===== config.mk =====
export PLATFORM = sky130hd
export DESIGN_NAME = gyc_config
export DESIGN_NICKNAME = d
export VERILOG_FILES = /design/src/core/gyc_config.v
export VERILOG_INCLUDE_DIRS = /design/src /design/src/core
export SDC_FILE = /design/constraint.sdc
export NUM_CORES = 1
export LEC_CHECK = 0
export ABC_AREA = 1
export BUFFER_PORTS_ARGS = -buffer_cell sky130_fd_sc_hd__buf_4
export CAP_MARGIN = 20
export CORE_MARGIN = 2
export CORE_UTILIZATION = 28
export CTS_CLUSTER_SIZE = 40
export DETAILED_ROUTE_END_ITERATION = 7
export GPL_ROUTABILITY_DRIVEN = 0
export PLACE_DENSITY = 0.53
export SLEW_MARGIN = 15
export SYNTH_ARGS = -nofsm -noshare
export SYNTH_HDL_FRONTEND = slang
export SYNTH_SLANG_ARGS = --single-unit
export TNS_END_PERCENT = 1

===== constraint.sdc =====
create_clock -name ref_clk -period 4.3 [get_ports ref_clk]
set_clock_uncertainty 0.2 [all_clocks]
set_input_delay 0.215 -clock ref_clk [delete_from_list [all_inputs] [get_ports ref_clk]]
set_output_delay 0.215 -clock ref_clk [all_outputs]
set_load 0.05 [all_outputs]

===== src/core/gyc_defines.vh =====
// register indices, field positions, reset values and timing for the rate configuration bank
`ifndef GYC_DEFINES_VH
`define GYC_DEFINES_VH

// register indices; the byte address is four times the index
`define GYC_IDX_RATE_CTRL   8'h13
`define GYC_IDX_RESTART     8'h14
`define GYC_IDX_SRC_EN      8'h15
`define GYC_IDX_PIN_CFG     8'h16
`define GYC_IDX_PIN_A_ROUTE 8'h17
`define GYC_IDX_PIN_ROUTE   8'h18
`define GYC_IDX_RATE_BASE   8'h40
`define GYC_IDX_STATUS      8'h46

// reset values
`define GYC_RST_RATE_CTRL   8'h00
`define GYC_RST_SRC_EN      8'h00
`define GYC_RST_PIN_CFG     8'h0F
`define GYC_RST_PIN_A_ROUTE 8'h00
`define GYC_RST_PIN_ROUTE   8'h00

// writable-bit masks; reserved bits read back as zero
`define GYC_MASK_RATE_CTRL  8'hC0
`define GYC_MASK_SRC_EN     8'hC4
`define GYC_MASK_PIN_CFG    8'h0F
`define GYC_MASK_PIN_A_ROUTE 8'h0A

// field positions
`define GYC_BIT_UNFILT      7
`define GYC_BIT_LOCK_DIS    6
`define GYC_BIT_NEW_EN      7
`define GYC_BIT_QUEUE_EN    6
`define GYC_BIT_BIAS_EN     2
`define GYC_BIT_B_DRIVE     3
`define GYC_BIT_B_POL       2
`define GYC_BIT_A_DRIVE     1
`define GYC_BIT_A_POL       0
`define GYC_BIT_A_FAST      3
`define GYC_BIT_A_MOTION    1
`define GYC_BIT_B_NEW       7
`define GYC_BIT_B_FBIAS     6
`define GYC_BIT_B_QUEUE     5
`define GYC_BIT_B_ABIAS     4
`define GYC_BIT_A_ABIAS     3
`define GYC_BIT_A_QUEUE     2
`define GYC_BIT_A_FBIAS     1
`define GYC_BIT_A_NEW       0

// restart command code and delay
`define GYC_RESTART_CODE    8'hB6
`define GYC_CLK_PERIOD_NS   8
`define GYC_RESTART_DELAY_NS 1000
`define GYC_RESTART_CYCLES  ((`GYC_RESTART_DELAY_NS + `GYC_CLK_PERIOD_NS - 1) / `GYC_CLK_PERIOD_NS)

// bus responses
`define GYC_RESP_OKAY       2'b00
`define GYC_RESP_SLVERR     2'b10

`endif


===== src/core/gyc_config.v =====
// rate output control, restart command and interrupt pin configuration behind an axi4-lite slave
//
// Overview of operation
// - rate bit 7 selects unfiltered samples
// - lock_disable bit 6 turns byte locking off
// - low-byte read freezes that axis' high byte
// - high-byte read releases the freeze
// - only B6 written to restart resets
// - after delay, configuration returns to defaults
// - restart accepted in every mode
// - new-sample interrupt needs enable bit 7
// - queue interrupt needs enable bit 6
// - bias correction runs only with bit 2
// - pin B drive type from bit 3
// - pin A drive type from bit 1
// - pin B polarity from bit 2
// - pin A polarity from bit 0
// - fast-rate event to pin A via bit 3
// - motion event to pin A via bit 1
// - four events routed per pin by 0x18
`timescale 1ns/1ps
`default_nettype none
`include "gyc_defines.vh"

module gyc_config #(
  parameter integer RESTART_CYCLES = `GYC_RESTART_CYCLES
) (
  // clock and reset
  input  wire        ref_clk,
  input  wire        rst_n,
  // axi4-lite write address and data
  input  wire [9:0]  s_axi_awaddr,
  input  wire        s_axi_awvalid,
  output wire        s_axi_awready,
  input  wire [31:0] s_axi_wdata,
  input  wire [3:0]  s_axi_wstrb,
  input  wire        s_axi_wvalid,
  output wire        s_axi_wready,
  // axi4-lite write response
  output reg  [1:0]  s_axi_bresp,
  output reg         s_axi_bvalid,
  input  wire        s_axi_bready,
  // axi4-lite read
  input  wire [9:0]  s_axi_araddr,
  input  wire        s_axi_arvalid,
  output wire        s_axi_arready,
  output reg  [31:0] s_axi_rdata,
  output reg  [1:0]  s_axi_rresp,
  output reg         s_axi_rvalid,
  input  wire        s_axi_rready,
  // rate samples, x in the low word, from same-clock logic
  input  wire [47:0] filteredRate,
  input  wire [47:0] unfilteredRate,
  input  wire        sampleValid,
  // event levels from the detectors
  input  wire        newSampleEvt,
  input  wire        queueEvt,
  input  wire        fastBiasEvt,
  input  wire        autoBiasEvt,
  input  wire        fastRateEvt,
  input  wire        motionEvt,
  // controls toward the core
  output reg         biasCorrectEn,
  output reg         coreReset,
  // interrupt pins
  output reg         irqPinAOut,
  output reg         irqPinAOe,
  output reg         irqPinBOut,
  output reg         irqPinBOe
);

  ////////////////////////////////////////////////////////////////////////////
  // configuration registers and restart timer

  reg  [7:0]  rateCtrl;
  reg  [7:0]  srcEnable;
  reg  [7:0]  pinCfg;
  reg  [7:0]  pinARoute;
  reg  [7:0]  pinRoute;
  reg         restartPending;
  reg  [15:0] restartCount;

  reg  [9:0]  awAddr;
  reg         awHeld;
  reg  [31:0] wData;
  reg  [3:0]  wStrb;
  reg         wHeld;

  wire [7:0]  wIdx    = awAddr[9:2];
  wire        doWrite = awHeld && wHeld && !s_axi_bvalid;
  wire        wrLane0 = doWrite && wStrb[0];
  wire [7:0]  wByte   = wData[7:0];
  wire        wrMapped = (wIdx == `GYC_IDX_RATE_CTRL) || (wIdx == `GYC_IDX_RESTART) ||
                         (wIdx == `GYC_IDX_SRC_EN) || (wIdx == `GYC_IDX_PIN_CFG) ||
                         (wIdx == `GYC_IDX_PIN_A_ROUTE) || (wIdx == `GYC_IDX_PIN_ROUTE);
  // restart decode does not look at any mode bit, so it works in all power modes
  wire        restartHit = wrLane0 && (wIdx == `GYC_IDX_RESTART) &&
                           (wByte == `GYC_RESTART_CODE);
  wire        restartDone = restartPending && (restartCount == 16'h0001);

  always @(posedge ref_clk or negedge rst_n) begin
    if (!rst_n) begin
      rateCtrl       <= `GYC_RST_RATE_CTRL;
      srcEnable      <= `GYC_RST_SRC_EN;
      pinCfg         <= `GYC_RST_PIN_CFG;
      pinARoute      <= `GYC_RST_PIN_A_ROUTE;
      pinRoute       <= `GYC_RST_PIN_ROUTE;
      restartPending <= 1'b0;
      restartCount   <= 16'h0000;
      coreReset      <= 1'b0;
    end else begin
      coreReset <= restartDone;
      if (restartDone) begin
        // defaults win over a write landing in the same cycle
        rateCtrl       <= `GYC_RST_RATE_CTRL;
        srcEnable      <= `GYC_RST_SRC_EN;
        pinCfg         <= `GYC_RST_PIN_CFG;
        pinARoute      <= `GYC_RST_PIN_A_ROUTE;
        pinRoute       <= `GYC_RST_PIN_ROUTE;
        restartPending <= 1'b0;
        restartCount   <= 16'h0000;
      end else begin
        if (restartHit && !restartPending) begin
          restartPending <= 1'b1;
          restartCount   <= RESTART_CYCLES[15:0];
        end else if (restartPending) begin
          restartCount <= restartCount - 16'h0001;
        end
        if (wrLane0) begin
          if (wIdx == `GYC_IDX_RATE_CTRL) begin
            rateCtrl <= wByte & `GYC_MASK_RATE_CTRL;
          end else if (wIdx == `GYC_IDX_SRC_EN) begin
            srcEnable <= wByte & `GYC_MASK_SRC_EN;
          end else if (wIdx == `GYC_IDX_PIN_CFG) begin
            pinCfg <= wByte & `GYC_MASK_PIN_CFG;
          end else if (wIdx == `GYC_IDX_PIN_A_ROUTE) begin
            pinARoute <= wByte & `GYC_MASK_PIN_A_ROUTE;
          end else if (wIdx == `GYC_IDX_PIN_ROUTE) begin
            pinRoute <= wByte;
          end
        end
      end
    end
  end

  ////////////////////////////////////////////////////////////////////////////
  // axi4-lite write channel: address and data taken in either order

  assign s_axi_awready = !awHeld && !s_axi_bvalid;
  assign s_axi_wready  = !wHeld && !s_axi_bvalid;

  always @(posedge ref_clk or negedge rst_n) begin
    if (!rst_n) begin
      awAddr       <= 10'h000;
      awHeld       <= 1'b0;
      wData        <= 32'h0000_0000;
      wStrb        <= 4'h0;
      wHeld        <= 1'b0;
      s_axi_bvalid <= 1'b0;
      s_axi_bresp  <= `GYC_RESP_OKAY;
    end else begin
      if (s_axi_awvalid && s_axi_awready) begin
        awAddr <= s_axi_awaddr;
        awHeld <= 1'b1;
      end
      if (s_axi_wvalid && s_axi_wready) begin
        wData <= s_axi_wdata;
        wStrb <= s_axi_wstrb;
        wHeld <= 1'b1;
      end
      if (doWrite) begin
        awHeld       <= 1'b0;
        wHeld        <= 1'b0;
        s_axi_bvalid <= 1'b1;
        s_axi_bresp  <= wrMapped ? `GYC_RESP_OKAY : `GYC_RESP_SLVERR;
      end else if (s_axi_bvalid && s_axi_bready) begin
        s_axi_bvalid <= 1'b0;
      end
    end
  end

  ////////////////////////////////////////////////////////////////////////////
  // rate samples with high-byte lock per axis

  reg  [15:0] liveRate [0:2];
  reg  [7:0]  heldHigh [0:2];
  reg  [2:0]  axisLocked;

  wire [7:0]  rIdx     = s_axi_araddr[9:2];
  wire        doRead   = s_axi_arvalid && s_axi_arready;
  wire [7:0]  rateOfs  = rIdx - `GYC_IDX_RATE_BASE;
  wire        rateHit  = (rIdx >= `GYC_IDX_RATE_BASE) && (rateOfs < 8'h06);
  wire [1:0]  rateAxis = rateOfs[2:1];
  wire        lockOn   = !rateCtrl[`GYC_BIT_LOCK_DIS];

  genvar ax;
  generate
    for (ax = 0; ax < 3; ax = ax + 1) begin : gAxis
      wire lowRead  = doRead && rateHit && (rateAxis == ax) && !rateOfs[0];
      wire highRead = doRead && rateHit && (rateAxis == ax) && rateOfs[0];
      always @(posedge ref_clk or negedge rst_n) begin
        if (!rst_n) begin
          liveRate[ax]   <= 16'h0000;
          heldHigh[ax]   <= 8'h00;
          axisLocked[ax] <= 1'b0;
        end else begin
          if (sampleValid) begin
            liveRate[ax] <= rateCtrl[`GYC_BIT_UNFILT] ? unfilteredRate[16*ax +: 16]
                                                      : filteredRate[16*ax +: 16];
          end
          // the high byte copied on a low read is the one paired with the returned low byte
          if (lowRead && lockOn) begin
            axisLocked[ax] <= 1'b1;
            heldHigh[ax]   <= liveRate[ax][15:8];
          end else if (highRead || !lockOn) begin
            axisLocked[ax] <= 1'b0;
          end
          if (!axisLocked[ax] && !(lowRead && lockOn)) begin
            heldHigh[ax] <= liveRate[ax][15:8];
          end
        end
      end
    end
  endgenerate

  ////////////////////////////////////////////////////////////////////////////
  // axi4-lite read channel

  assign s_axi_arready = !s_axi_rvalid;

  reg  [7:0]  rByte;
  reg         rMapped;

  always @* begin
    rByte   = 8'h00;
    rMapped = 1'b1;
    if (rIdx == `GYC_IDX_RATE_CTRL) begin
      rByte = rateCtrl;
    end else if (rIdx == `GYC_IDX_RESTART) begin
      rByte = 8'h00;
    end else if (rIdx == `GYC_IDX_SRC_EN) begin
      rByte = srcEnable;
    end else if (rIdx == `GYC_IDX_PIN_CFG) begin
      rByte = pinCfg;
    end else if (rIdx == `GYC_IDX_PIN_A_ROUTE) begin
      rByte = pinARoute;
    end else if (rIdx == `GYC_IDX_PIN_ROUTE) begin
      rByte = pinRoute;
    end else if (rIdx == `GYC_IDX_STATUS) begin
      rByte = {4'h0, axisLocked, restartPending};
    end else if (rateHit) begin
      // a locked axis serves its frozen high byte, otherwise the live high byte as copied at the previous edge
      rByte = rateOfs[0] ? heldHigh[rateAxis] : liveRate[rateAxis][7:0];
    end else begin
      rMapped = 1'b0;
    end
  end

  always @(posedge ref_clk or negedge rst_n) begin
    if (!rst_n) begin
      s_axi_rvalid <= 1'b0;
      s_axi_rdata  <= 32'h0000_0000;
      s_axi_rresp  <= `GYC_RESP_OKAY;
    end else begin
      if (doRead) begin
        s_axi_rvalid <= 1'b1;
        s_axi_rdata  <= {24'h00_0000, rByte};
        s_axi_rresp  <= rMapped ? `GYC_RESP_OKAY : `GYC_RESP_SLVERR;
      end else if (s_axi_rvalid && s_axi_rready) begin
        s_axi_rvalid <= 1'b0;
      end
    end
  end

  ////////////////////////////////////////////////////////////////////////////
  // event gating, routing and pin drive

  wire newGated   = newSampleEvt && srcEnable[`GYC_BIT_NEW_EN];
  wire queueGated = queueEvt && srcEnable[`GYC_BIT_QUEUE_EN];
  wire biasGated  = autoBiasEvt && srcEnable[`GYC_BIT_BIAS_EN];

  wire pinAActive = (fastRateEvt && pinARoute[`GYC_BIT_A_FAST])
                 || (motionEvt && pinARoute[`GYC_BIT_A_MOTION])
                 || (newGated && pinRoute[`GYC_BIT_A_NEW])
                 || (fastBiasEvt && pinRoute[`GYC_BIT_A_FBIAS])
                 || (queueGated && pinRoute[`GYC_BIT_A_QUEUE])
                 || (biasGated && pinRoute[`GYC_BIT_A_ABIAS]);
  wire pinBActive = (newGated && pinRoute[`GYC_BIT_B_NEW])
                 || (fastBiasEvt && pinRoute[`GYC_BIT_B_FBIAS])
                 || (queueGated && pinRoute[`GYC_BIT_B_QUEUE])
                 || (biasGated && pinRoute[`GYC_BIT_B_ABIAS]);

  // polarity bit 1 means active high, so level equals activity xor not-polarity
  wire pinALevel = pinAActive ^ !pinCfg[`GYC_BIT_A_POL];
  wire pinBLevel = pinBActive ^ !pinCfg[`GYC_BIT_B_POL];

  always @(posedge ref_clk or negedge rst_n) begin
    if (!rst_n) begin
      irqPinAOut    <= 1'b0;
      irqPinAOe     <= 1'b0;
      irqPinBOut    <= 1'b0;
      irqPinBOe     <= 1'b0;
      biasCorrectEn <= 1'b0;
    end else begin
      biasCorrectEn <= srcEnable[`GYC_BIT_BIAS_EN];
      // open drain only ever pulls low; a high level is left to the pull-up
      if (pinCfg[`GYC_BIT_A_DRIVE]) begin
        irqPinAOut <= 1'b0;
        irqPinAOe  <= !pinALevel;
      end else begin
        irqPinAOut <= pinALevel;
        irqPinAOe  <= 1'b1;
      end
      if (pinCfg[`GYC_BIT_B_DRIVE]) begin
        irqPinBOut <= 1'b0;
        irqPinBOe  <= !pinBLevel;
      end else begin
        irqPinBOut <= pinBLevel;
        irqPinBOe  <= 1'b1;
      end
    end
  end

endmodule

`default_nettype wire


Yosys cells after proc, flatten, opt, wreduce, memory -nomap -nowiden
Cells that the tools add are included.
{"block": "totals", "reg_bits": 173, "in_bits": 166, "out_inout_bits": 47, "elab_cells": 244}
{"block": "classes", "add_sub_neg": 2, "magnitude_cmp": 3, "n_eq_ne": 21, "n_mux": 82, "n_bitwise": 3, "n_reduce_logical": 101}
{"cell": "2-to-1 mux 8 bit", "count": 44}
{"cell": "== test 8 x 5 -> 1 bit, second input constant", "count": 12}
{"cell": "2-to-1 mux 16 bit", "count": 6}
{"cell": "logical AND 1 bit", "count": 44}
{"cell": "nonzero test 2 bit", "count": 17}
{"cell": "binary-select mux 16 bit (select 2 bit)", "count": 1}
{"cell": "2-to-1 mux 1 bit", "count": 28}
{"cell": "zero test 1 bit", "count": 17}
{"cell": "binary-select mux 8 bit (select 2 bit)", "count": 1}
{"cell": "== test 16 x 1 -> 1 bit, second input constant", "count": 1}
{"cell": "logical OR 1 bit", "count": 16}
{"cell": "subtractor 16 x 1 -> 16 bit, second input constant", "count": 1}
{"cell": "== test 8 x 7 -> 1 bit, second input constant", "count": 1}
{"cell": "== test 8 bit, second input constant", "count": 1}
{"cell": ">= comparator 8 x 7 -> 1 bit, second input constant", "count": 1}
{"cell": "less-than comparator 8 x 3 -> 1 bit, second input constant", "count": 1}
{"cell": "!= test 2 bit, second input constant", "count": 4}
{"cell": "subtractor 8 x 7 -> 8 bit, second input constant", "count": 1}
{"cell": "AND reduction 6 bit", "count": 1}
{"cell": "AND reduction 5 bit", "count": 1}
{"cell": "2-to-1 mux 2 bit", "count": 2}
{"cell": "AND reduction 4 bit", "count": 1}
{"cell": ">= comparator 3 bit, second input constant", "count": 1}
{"cell": "inverter 2 -> 3 bit", "count": 1}
{"cell": "7 further kinds", "count": 8}

Longest topological paths before layout
Gate-level depths: netlist of the first run.
{"block": "logic_depth", "ltp_word": 14, "depth_mapped": 14}

Worst setup path after synthesis of the first run
Ideal clock, no wire load.
{"block": "synth_timing", "path_type": "reg2reg", "from": "register s_axi_bvalid", "to": "register wData[5]", "setup_ps": 125, "arrival_ps": 2115, "required_ps": 3975, "path_slack_ps": 1860, "stages_incl_launch_ff": 5, "n_path_buf": 1, "period_less_slack_ps": 2440, "path_cell_list": "dfrtp_1 > nor2_1 > nand2_1 > buf_1 > mux2_2"}
{"block": "synth_via", "elab_chain_cells": 3}
{"element": "from (decl)", "line_no": "gyc_config.v:41", "source": "output reg s_axi_bvalid,"}
{"element": "from (signal assigned)", "line_no": "gyc_config.v:159", "source": "s_axi_bvalid <= 1'b0;"}
{"element": "from (signal assigned)", "line_no": "gyc_config.v:174", "source": "s_axi_bvalid <= 1'b1;"}
{"element": "from (signal assigned)", "line_no": "gyc_config.v:177", "source": "s_axi_bvalid <= 1'b0;"}
{"element": "zero test 1 bit", "line_no": "gyc_config.v:150", "source": "assign s_axi_wready = !wHeld && !s_axi_bvalid;"}
{"element": "logical AND 1 bit", "line_no": "gyc_config.v:150"}
{"element": "via s_axi_wready", "line_no": "gyc_config.v:38", "source": "output wire s_axi_wready,"}
{"element": "logical AND 1 bit", "line_no": "gyc_config.v:166", "source": "if (s_axi_wvalid && s_axi_wready) begin"}
{"element": "to (signal assigned)", "line_no": "gyc_config.v:167", "source": "wData <= s_axi_wdata;"}
{"element": "to (decl)", "line_no": "gyc_config.v:85", "source": "reg [31:0] wData;"}
The timed path passes the listed nets, and every way through them passes these cells.
A chain may end at the register's enable or synchronous reset.

Final worst setup path of the first run
{"block": "layout_timing", "from": "register rateCtrl[7]", "to": "register liveRate[2] in the netlist's numbering"}
{"block": "layout_via", "elab_chain_cells": 1}
{"element": "from (decl)", "line_no": "gyc_config.v:75", "source": "reg [7:0] rateCtrl;"}
{"element": "from (signal assigned)", "line_no": "gyc_config.v:103", "source": "rateCtrl <= `GYC_RST_RATE_CTRL;"}
{"element": "from (signal assigned)", "line_no": "gyc_config.v:115", "source": "rateCtrl <= `GYC_RST_RATE_CTRL;"}
{"element": "from (signal assigned)", "line_no": "gyc_config.v:131", "source": "rateCtrl <= wByte & `GYC_MASK_RATE_CTRL;"}
{"element": "2-to-1 mux 16 bit", "line_no": "gyc_config.v:208", "source": "liveRate[ax] <= rateCtrl[`GYC_BIT_UNFILT] ? unfilteredRate[16*ax +: 16]"}
{"element": "to (signal, indexed assignment)", "line_no": "gyc_config.v:208"}
{"element": "to (decl)", "line_no": "gyc_config.v:185", "source": "reg [15:0] liveRate [0:2];"}
No other way between the ends.

==> results of run 1 <==
[flip-flops by register name (all words and copies together), names as in the netlist, 2 cells and up]
register	count
restartCount	16
pinARoute	2
liveRate	48
s_axi_rdata	8
rateCtrl	2
pinRoute	8
heldHigh	24
wData	8
axisLocked	3
awAddr	8
srcEnable	3
pinCfg	4
[per-layer routing]
layer | routed length, um | share of wire [%]
met3 | 876 | 3.9
met5 | 0 | 0
met4 | 293 | 1.3
met1 | 11090 | 49
met2 | 10430 | 46
[worst register-to-register path, delay by kind of cell, from the launching register on]
family | cells | cell delay (ns)
AO/OA/AOI/OAI | 1 | 0.09
buffers and inverters | 3 | 1.07
flip-flops | 1 | 1.01
AND/OR/NAND/NOR | 1 | 0.21
[stage by stage]
step	hold slack, ns	instances	power, mW	setup WS, ns
detailed placement	0.1746	1425	2.549	1.949
floorplan	-0.2806	989	2.255	1.860
finish	0.01729	1573	4.156	1.602
global route	0.05549	1573	4.380	1.418
CTS	0.02088	1573	4.203	1.648
global placement	0.1736	1425	2.538	1.976
[power breakdown]
group | total, mW | leakage, nW | internal (mW) | switching, mW
clock network | 1.53 | 0.287 | 0.894 | 0.634
registers | 1.72 | 1.78 | 1.58 | 0.136
logic | 0.912 | 3.24 | 0.382 | 0.530
[cell usage in the layout, fill, tap and decap left out, types with 8 or more instances in the layout]
master	netlist	routed
nand3_1	85	85
o22ai_1	23	23
nand4_1	9	9
clkbuf_16	0	17
nor3_1	8	8
xor2_1	10	10
buf_4	29	157
conb_1	1	26
nand2_1	228	228
dfrtp_1	144	143
dlygate4sd3_1	0	116
nor2_1	102	102
inv_1	99	99
a31oi_1	32	32
mux2_2	10	10
o21ai_0	81	81
a21oi_1	16	16
[kinds of logic (layout without fill, tap and decap cells)]
kind of cell	Yosys count	count (layout)	synth area share (%)
simple gates	457	457	25.83
flops	148	148	48.66
buf+inv	166	409	9.966
fa+ha+maj	2	2	0.3283
other cells	1	26	0.04921
compound gates	169	169	12.43
mux	10	10	1.478
xor+xnor	11	11	1.264
[how the worst max path moves through the flow]
stage	endpoint	slack [ns]	startpoint	depth (start not counted)
floorplan	wData[5]$_DFFE_PN0P_	1.86	s_axi_bvalid$_DFFE_PN0P_	4
global route	liveRate[2]$_DFFE_PN0P_	1.42	rateCtrl[7]$_DFFE_PN0P_	5
global placement	s_axi_rdata[3]$_DFFE_PN0P_	1.98	s_axi_araddr[3]	12
detailed placement	s_axi_rdata[3]$_DFFE_PN0P_	1.95	s_axi_araddr[3]	12
finish	liveRate[2]$_DFFE_PN0P_	1.60	rateCtrl[7]$_DFFE_PN0P_	5
CTS	liveRate[2]$_DFFE_PN0P_	1.65	rateCtrl[7]$_DFFE_PN0P_	5
[cell type report]
type                            count  area, sq um
Tap cell                          341        426.7
Sequential cell                   148         3710
Inverter                          103        386.6
Fill cell                        2784        16160
Clock buffer                       19        452.9
Multi-Input combinational cell    675         3247
Clock inverter                     13        145.1
Timing Repair Buffer              274         2351
==> impl_metrics.toml, run 1 <==
[timing]
relSlewSlack_pct = 34.25
fin_tns_setup_ns = 0
hold_viol = 0
worstMarginPinSlew_ns = 0.9827
fin_crit_sh_pct = 62.74
setup_viol = 0
finalMaxSlewViolations = 0
max_freq_ghz = 0.3707
min_period_ns = 2.698
rsz0062_at_grt = "no"

[setup_path]
crit_path_start_kind = "flop"
path_max_fanout = 50
ff2ff_path_depth = 5
crit_path_end_kind = "flop"
worstPathArrival_ns = 2.81
reg2reg_to = "liveRate[2]$_DFFE_PN0P_"
r2r_setup_slack_ns = 1.60
rr_startpoint = "rateCtrl[7]$_DFFE_PN0P_"
path_buf_inv = 3
cp.required_ns = 4.41
crit_family = "buffers and inverters"
critical_path_class = "flop to flop"
crit_chain = "inv_1 > buf_4 > nor2_1 > o22ai_1 > dlygate4sd3_1"
slowest_delay_ns = 1.01
cp_slowest_cell = "dfrtp_2"

[grt]
busiest_layer = "met2"
grt_start_max_net_pins = 97
grt_usage_pct = 16.34
grt_pass1_vias = 7245
grt_pass1_wl_um = 37130
antenna_found_initial = 0
overflow = 0
grtUsageMet3_pct = 2.806
grtUsageMet2_pct = 25.96
grtUsageMet1_pct = 23.09

[placed_design]
postPlaceCellArea_sq_um = 8960
dpl.hpwl_um = 15670
io_buffers = 155

[logic_synthesis]
synth_area_leaders = "dfrtp_1 47%, nand2_1 11%, nand3_1 5.6%, o21ai_0 5.3%, nor2_1 5.0%"
seq_area_frac_synth_pct = 48.66
synthTopCellsByCount = "228 x nand2_1, 144 x dfrtp_1, 102 x nor2_1, 99 x inv_1, 85 x nand3_1"
synthDominantCellAreaShare_pct = 47.28
syn_area_per_cell_sq_um = 7.906
synthCells = 964
yosysMostFrequentCell = "nand2_1"
synthFlopType = "dfrtp_1"
yosys.area.top_type = "dfrtp_1"
synth-seq-cells = 148
async_flop_share_pct = 100.0
synth_area_sq_um = 7621
yosysWarnings = 0
synth_edf_count = 0
synth.distinct_cells = 41

[routing]
wl_per_cell_um = 14.42
num_vias = 7296
wirelength_um = 22690
drc_errors = 0
drt-initial-drc-count = 475
viasPerCell = 4.638
dr.pass1.iters = 4
antenna_left = 0

[clock_network]
tritoncts = "built"
cts-resized-gates = 0
clk_latency_ns = 0.43
clock_sinks = 148
cts.hold.buffers_added = 116
max-clock-path-buffers = 2
cts_root_buffer = "clkbuf_16"
cts_setup_buffers = 0
cts_buffers = 17
clk_pin_slew_ns = 0.07
htreeDepth = 4

[floorplan]
die-width_um = 169.0
initial_core_util_pct = 28.36
rows = 60
dieHeight_um = 169.0
dieArea_sq_um = 28550
core_sq_um = 26880
io_pins = 213

[finish]
design_area_sq_um = 10720
nets = 1387
antenna_cells = 0
drive_above_1_share_pct = 18.83
area_delta_synth_final_pct = 40.65
final_util_pct = 39.88

[hold_path]
worstHoldStart = "fastBiasEvt"
whs_path_depth = 4
min_path_type = "input port to flop"
whs_endpoint = "irqPinAOe$_DFF_PN0_"

[flow_run]
maxCapViolations = 0

[power_and_ir_drop]
vdd_drop_max_v = 0.0003617
power_density_nw_per_um2 = 387.7
power_leakage_nw = 5.307

[run_status]
status = "finished, final reports clean"
Note: power is estimated with default switching activity, not from simulation.
==> run 2: changes to the inputs <==
Settings changed: PLACE_DENSITY 0.53 to 0.55.
Clock period 4.3 ns to 2.2 ns, I/O delays scaled along.
==> impl_metrics.toml, run 2 (same netlist as run 1, synthesis figures left out) <==
[finish]
top_regs = "liveRate x48, heldHigh x24, restartCount x16"
antenna_cells = 0
finalNonFillerCells = 1604
final_common_cell = "nand2_1"
drive_above_1_share_pct = 19.95
multiInputGateArea_sq_um = 3247
nets = 1418
final_cell_mix = "228 x nand2_1, 173 x buf_4, 144 x dfrtp_1, 126 x dlygate4sd3_1, 102 x nor2_1"
design_area_sq_um = 11040
regArea_sq_um = 3709
largest_reg_flops = 48
fillCellCount = 2764
area_delta_synth_final_pct = 44.89
regMostFlops = "liveRate"

[grt]
grt_pass1_vias = 7332
busiest_layer = "met2"
grt_pass1_wl_um = 37870
grt_usage_pct = 16.76
antenna_found_initial = 0
grt_start_max_net_pins = 56
overflow = 0
grtUsageMet2_pct = 27.25
grtUsageMet3_pct = 2.946
grtUsageMet1_pct = 23.18

[clock_network]
htreeDepth = 4
clk_latency_ns = 0.43
cts_setup_buffers = 0
cts_root_buffer = "clkbuf_16"
max-clock-path-buffers = 2
clock_sinks = 148
clk_pin_slew_ns = 0.06
tritoncts = "built"
cts-resized-gates = 0
cts_buffers = 17

[setup_path]
cp_slowest_cell = "dfrtp_1"
r2r_setup_slack_ns = 0.21
path_max_fanout = 4
reg2reg_to = "restartCount[7]$_DFFE_PN0P_"
crit_path_end_kind = "flop"
slowest_delay_ns = 0.42
critical_path_class = "flop to flop"
worstPathArrival_ns = 2.13
rr_startpoint = "restartCount[3]$_DFFE_PN0P_"
crit_chain = "nor2_2 > buf_4 > nand4_1 > nor2_1 > xor2_1 > nand3_1 > o21ai_0"
crit_path_start_kind = "flop"
ff2ff_path_depth = 7
cp.required_ns = 2.34

[hold_path]
worstHoldStart = "s_axi_araddr[6]"
whs_path_depth = 6
whs_endpoint = "axisLocked[2]$_DFFE_PN0P_"
min_path_type = "input port to flop"

[timing]
rsz0062_at_grt = "no"
hold_ws_ns = 0.01473
relSlewSlack_pct = 63.48
setup_viol = 0
min_period_ns = 1.987
fin_tns_setup_ns = 0
fin_crit_sh_pct = 90.31
hold_viol = 0
worstMarginPinSlew_ns = 0.5478
max_freq_ghz = 0.5033
finalMaxSlewViolations = 0

[power_and_ir_drop]
power_density_nw_per_um2 = 757.9
power_leakage_nw = 5.476
vdd_drop_max_v = 0.0008382

[run_status]
status = "finished, final reports clean"

[routing]
wirelength_um = 23220
dr.pass1.iters = 7
viasPerCell = 4.582
drc_errors = 0
drt-initial-drc-count = 505
antenna_left = 0
num_vias = 7350
wl_per_cell_um = 14.47

[placed_design]
dp.cells = 1444
io_buffers = 155
dpl.hpwl_um = 16280
postPlaceCellArea_sq_um = 9139

[floorplan]
dieArea_sq_um = 28550
die-width_um = 169.0
initial_core_util_pct = 28.36
rows = 60
io_pins = 213
core_sq_um = 26880
dieHeight_um = 169.0

[flow_run]
maxCapViolations = 0
[run 2: changes by cell type in the layout (fill, tap and decap cells not counted), moves of 2 or more]
cell,previous run,this run
buf_4,157,173
clkinv_4,1,5
dlygate4sd3_1,116,126
bufinv_16,2,4
buf_2,0,2
inv_6,5,2
clkbuf_8,2,0
buf_12,0,3
[run 2: worst max path at each step]
stage	from	end
final	restartCount[3]$_DFFE_PN0P_	restartCount[7]$_DFFE_PN0P_
after global placement	restartCount[11]$_DFFE_PN0P_	srcEnable[6]$_DFFE_PN0P_
after detailed placement	restartCount[3]$_DFFE_PN0P_	restartCount[11]$_DFFE_PN0P_
after CTS	rst_n	restartCount[6]$_DFFE_PN0P_
after floorplan	s_axi_bvalid$_DFFE_PN0P_	wData[5]$_DFFE_PN0P_
after global routing	s_axi_bvalid$_DFFE_PN0P_	restartCount[10]$_DFFE_PN0P_
[run 2: final cells by class]
type | instances | area share, %
multi-input combinational | 675 | 29.41
clock buffer | 17 | 3.853
tap | 341 | 3.864
clock inverter | 15 | 1.870
sequential | 148 | 33.59
timing repair buffer | 305 | 23.92
inverter | 103 | 3.501
[run 2: where the power goes]
part | leakage [nW] | internal, mW | total [mW] | switching [mW]
clock | 0.304 | 1.91 | 3.16 | 1.25
combinational | 3.39 | 0.793 | 1.86 | 1.07
sequential | 1.79 | 3.09 | 3.35 | 0.262
total | 5.48 | 5.79 | 8.37 | 2.58
[run 2: per-layer routing]
layer / share of wire (%) / vias up
li1: - / 3681
met1: 48 / 3473
met5: 0 / -
met3: 3.9 / 18
met2: 47 / 178
met4: 1.1 / 0
[run 2: per-stage QoR]
step	setup WS (ns)	power (mW)	utilization [%]
after floorplan	-0.2399	4.407	-
after global placement	0.2911	5.004	34.00
after detailed placement	0.2368	5.033	34.00
after CTS	0.2165	8.461	41.12
after global routing	0.05564	8.805	41.08
final	0.2132	8.369	41.08
[run 2: critical path, delay by kind of cell, from the launching register on]
family / cells / cell delay [ns]
DFF: 1 / 0.42
and+or+nand+nor: 4 / 0.81
buffers and inverters: 1 / 0.13
xor gates and xnor gates: 1 / 0.19
AOI/OAI and AO/OA: 1 / 0.15
[run 2: what timing repair did]
action / 4_1_cts / 5_1_grt
hold buffers: 128 / 0
setup endpoints to repair: 0 / 0
endpoints found under the hold margin: 223 / 0
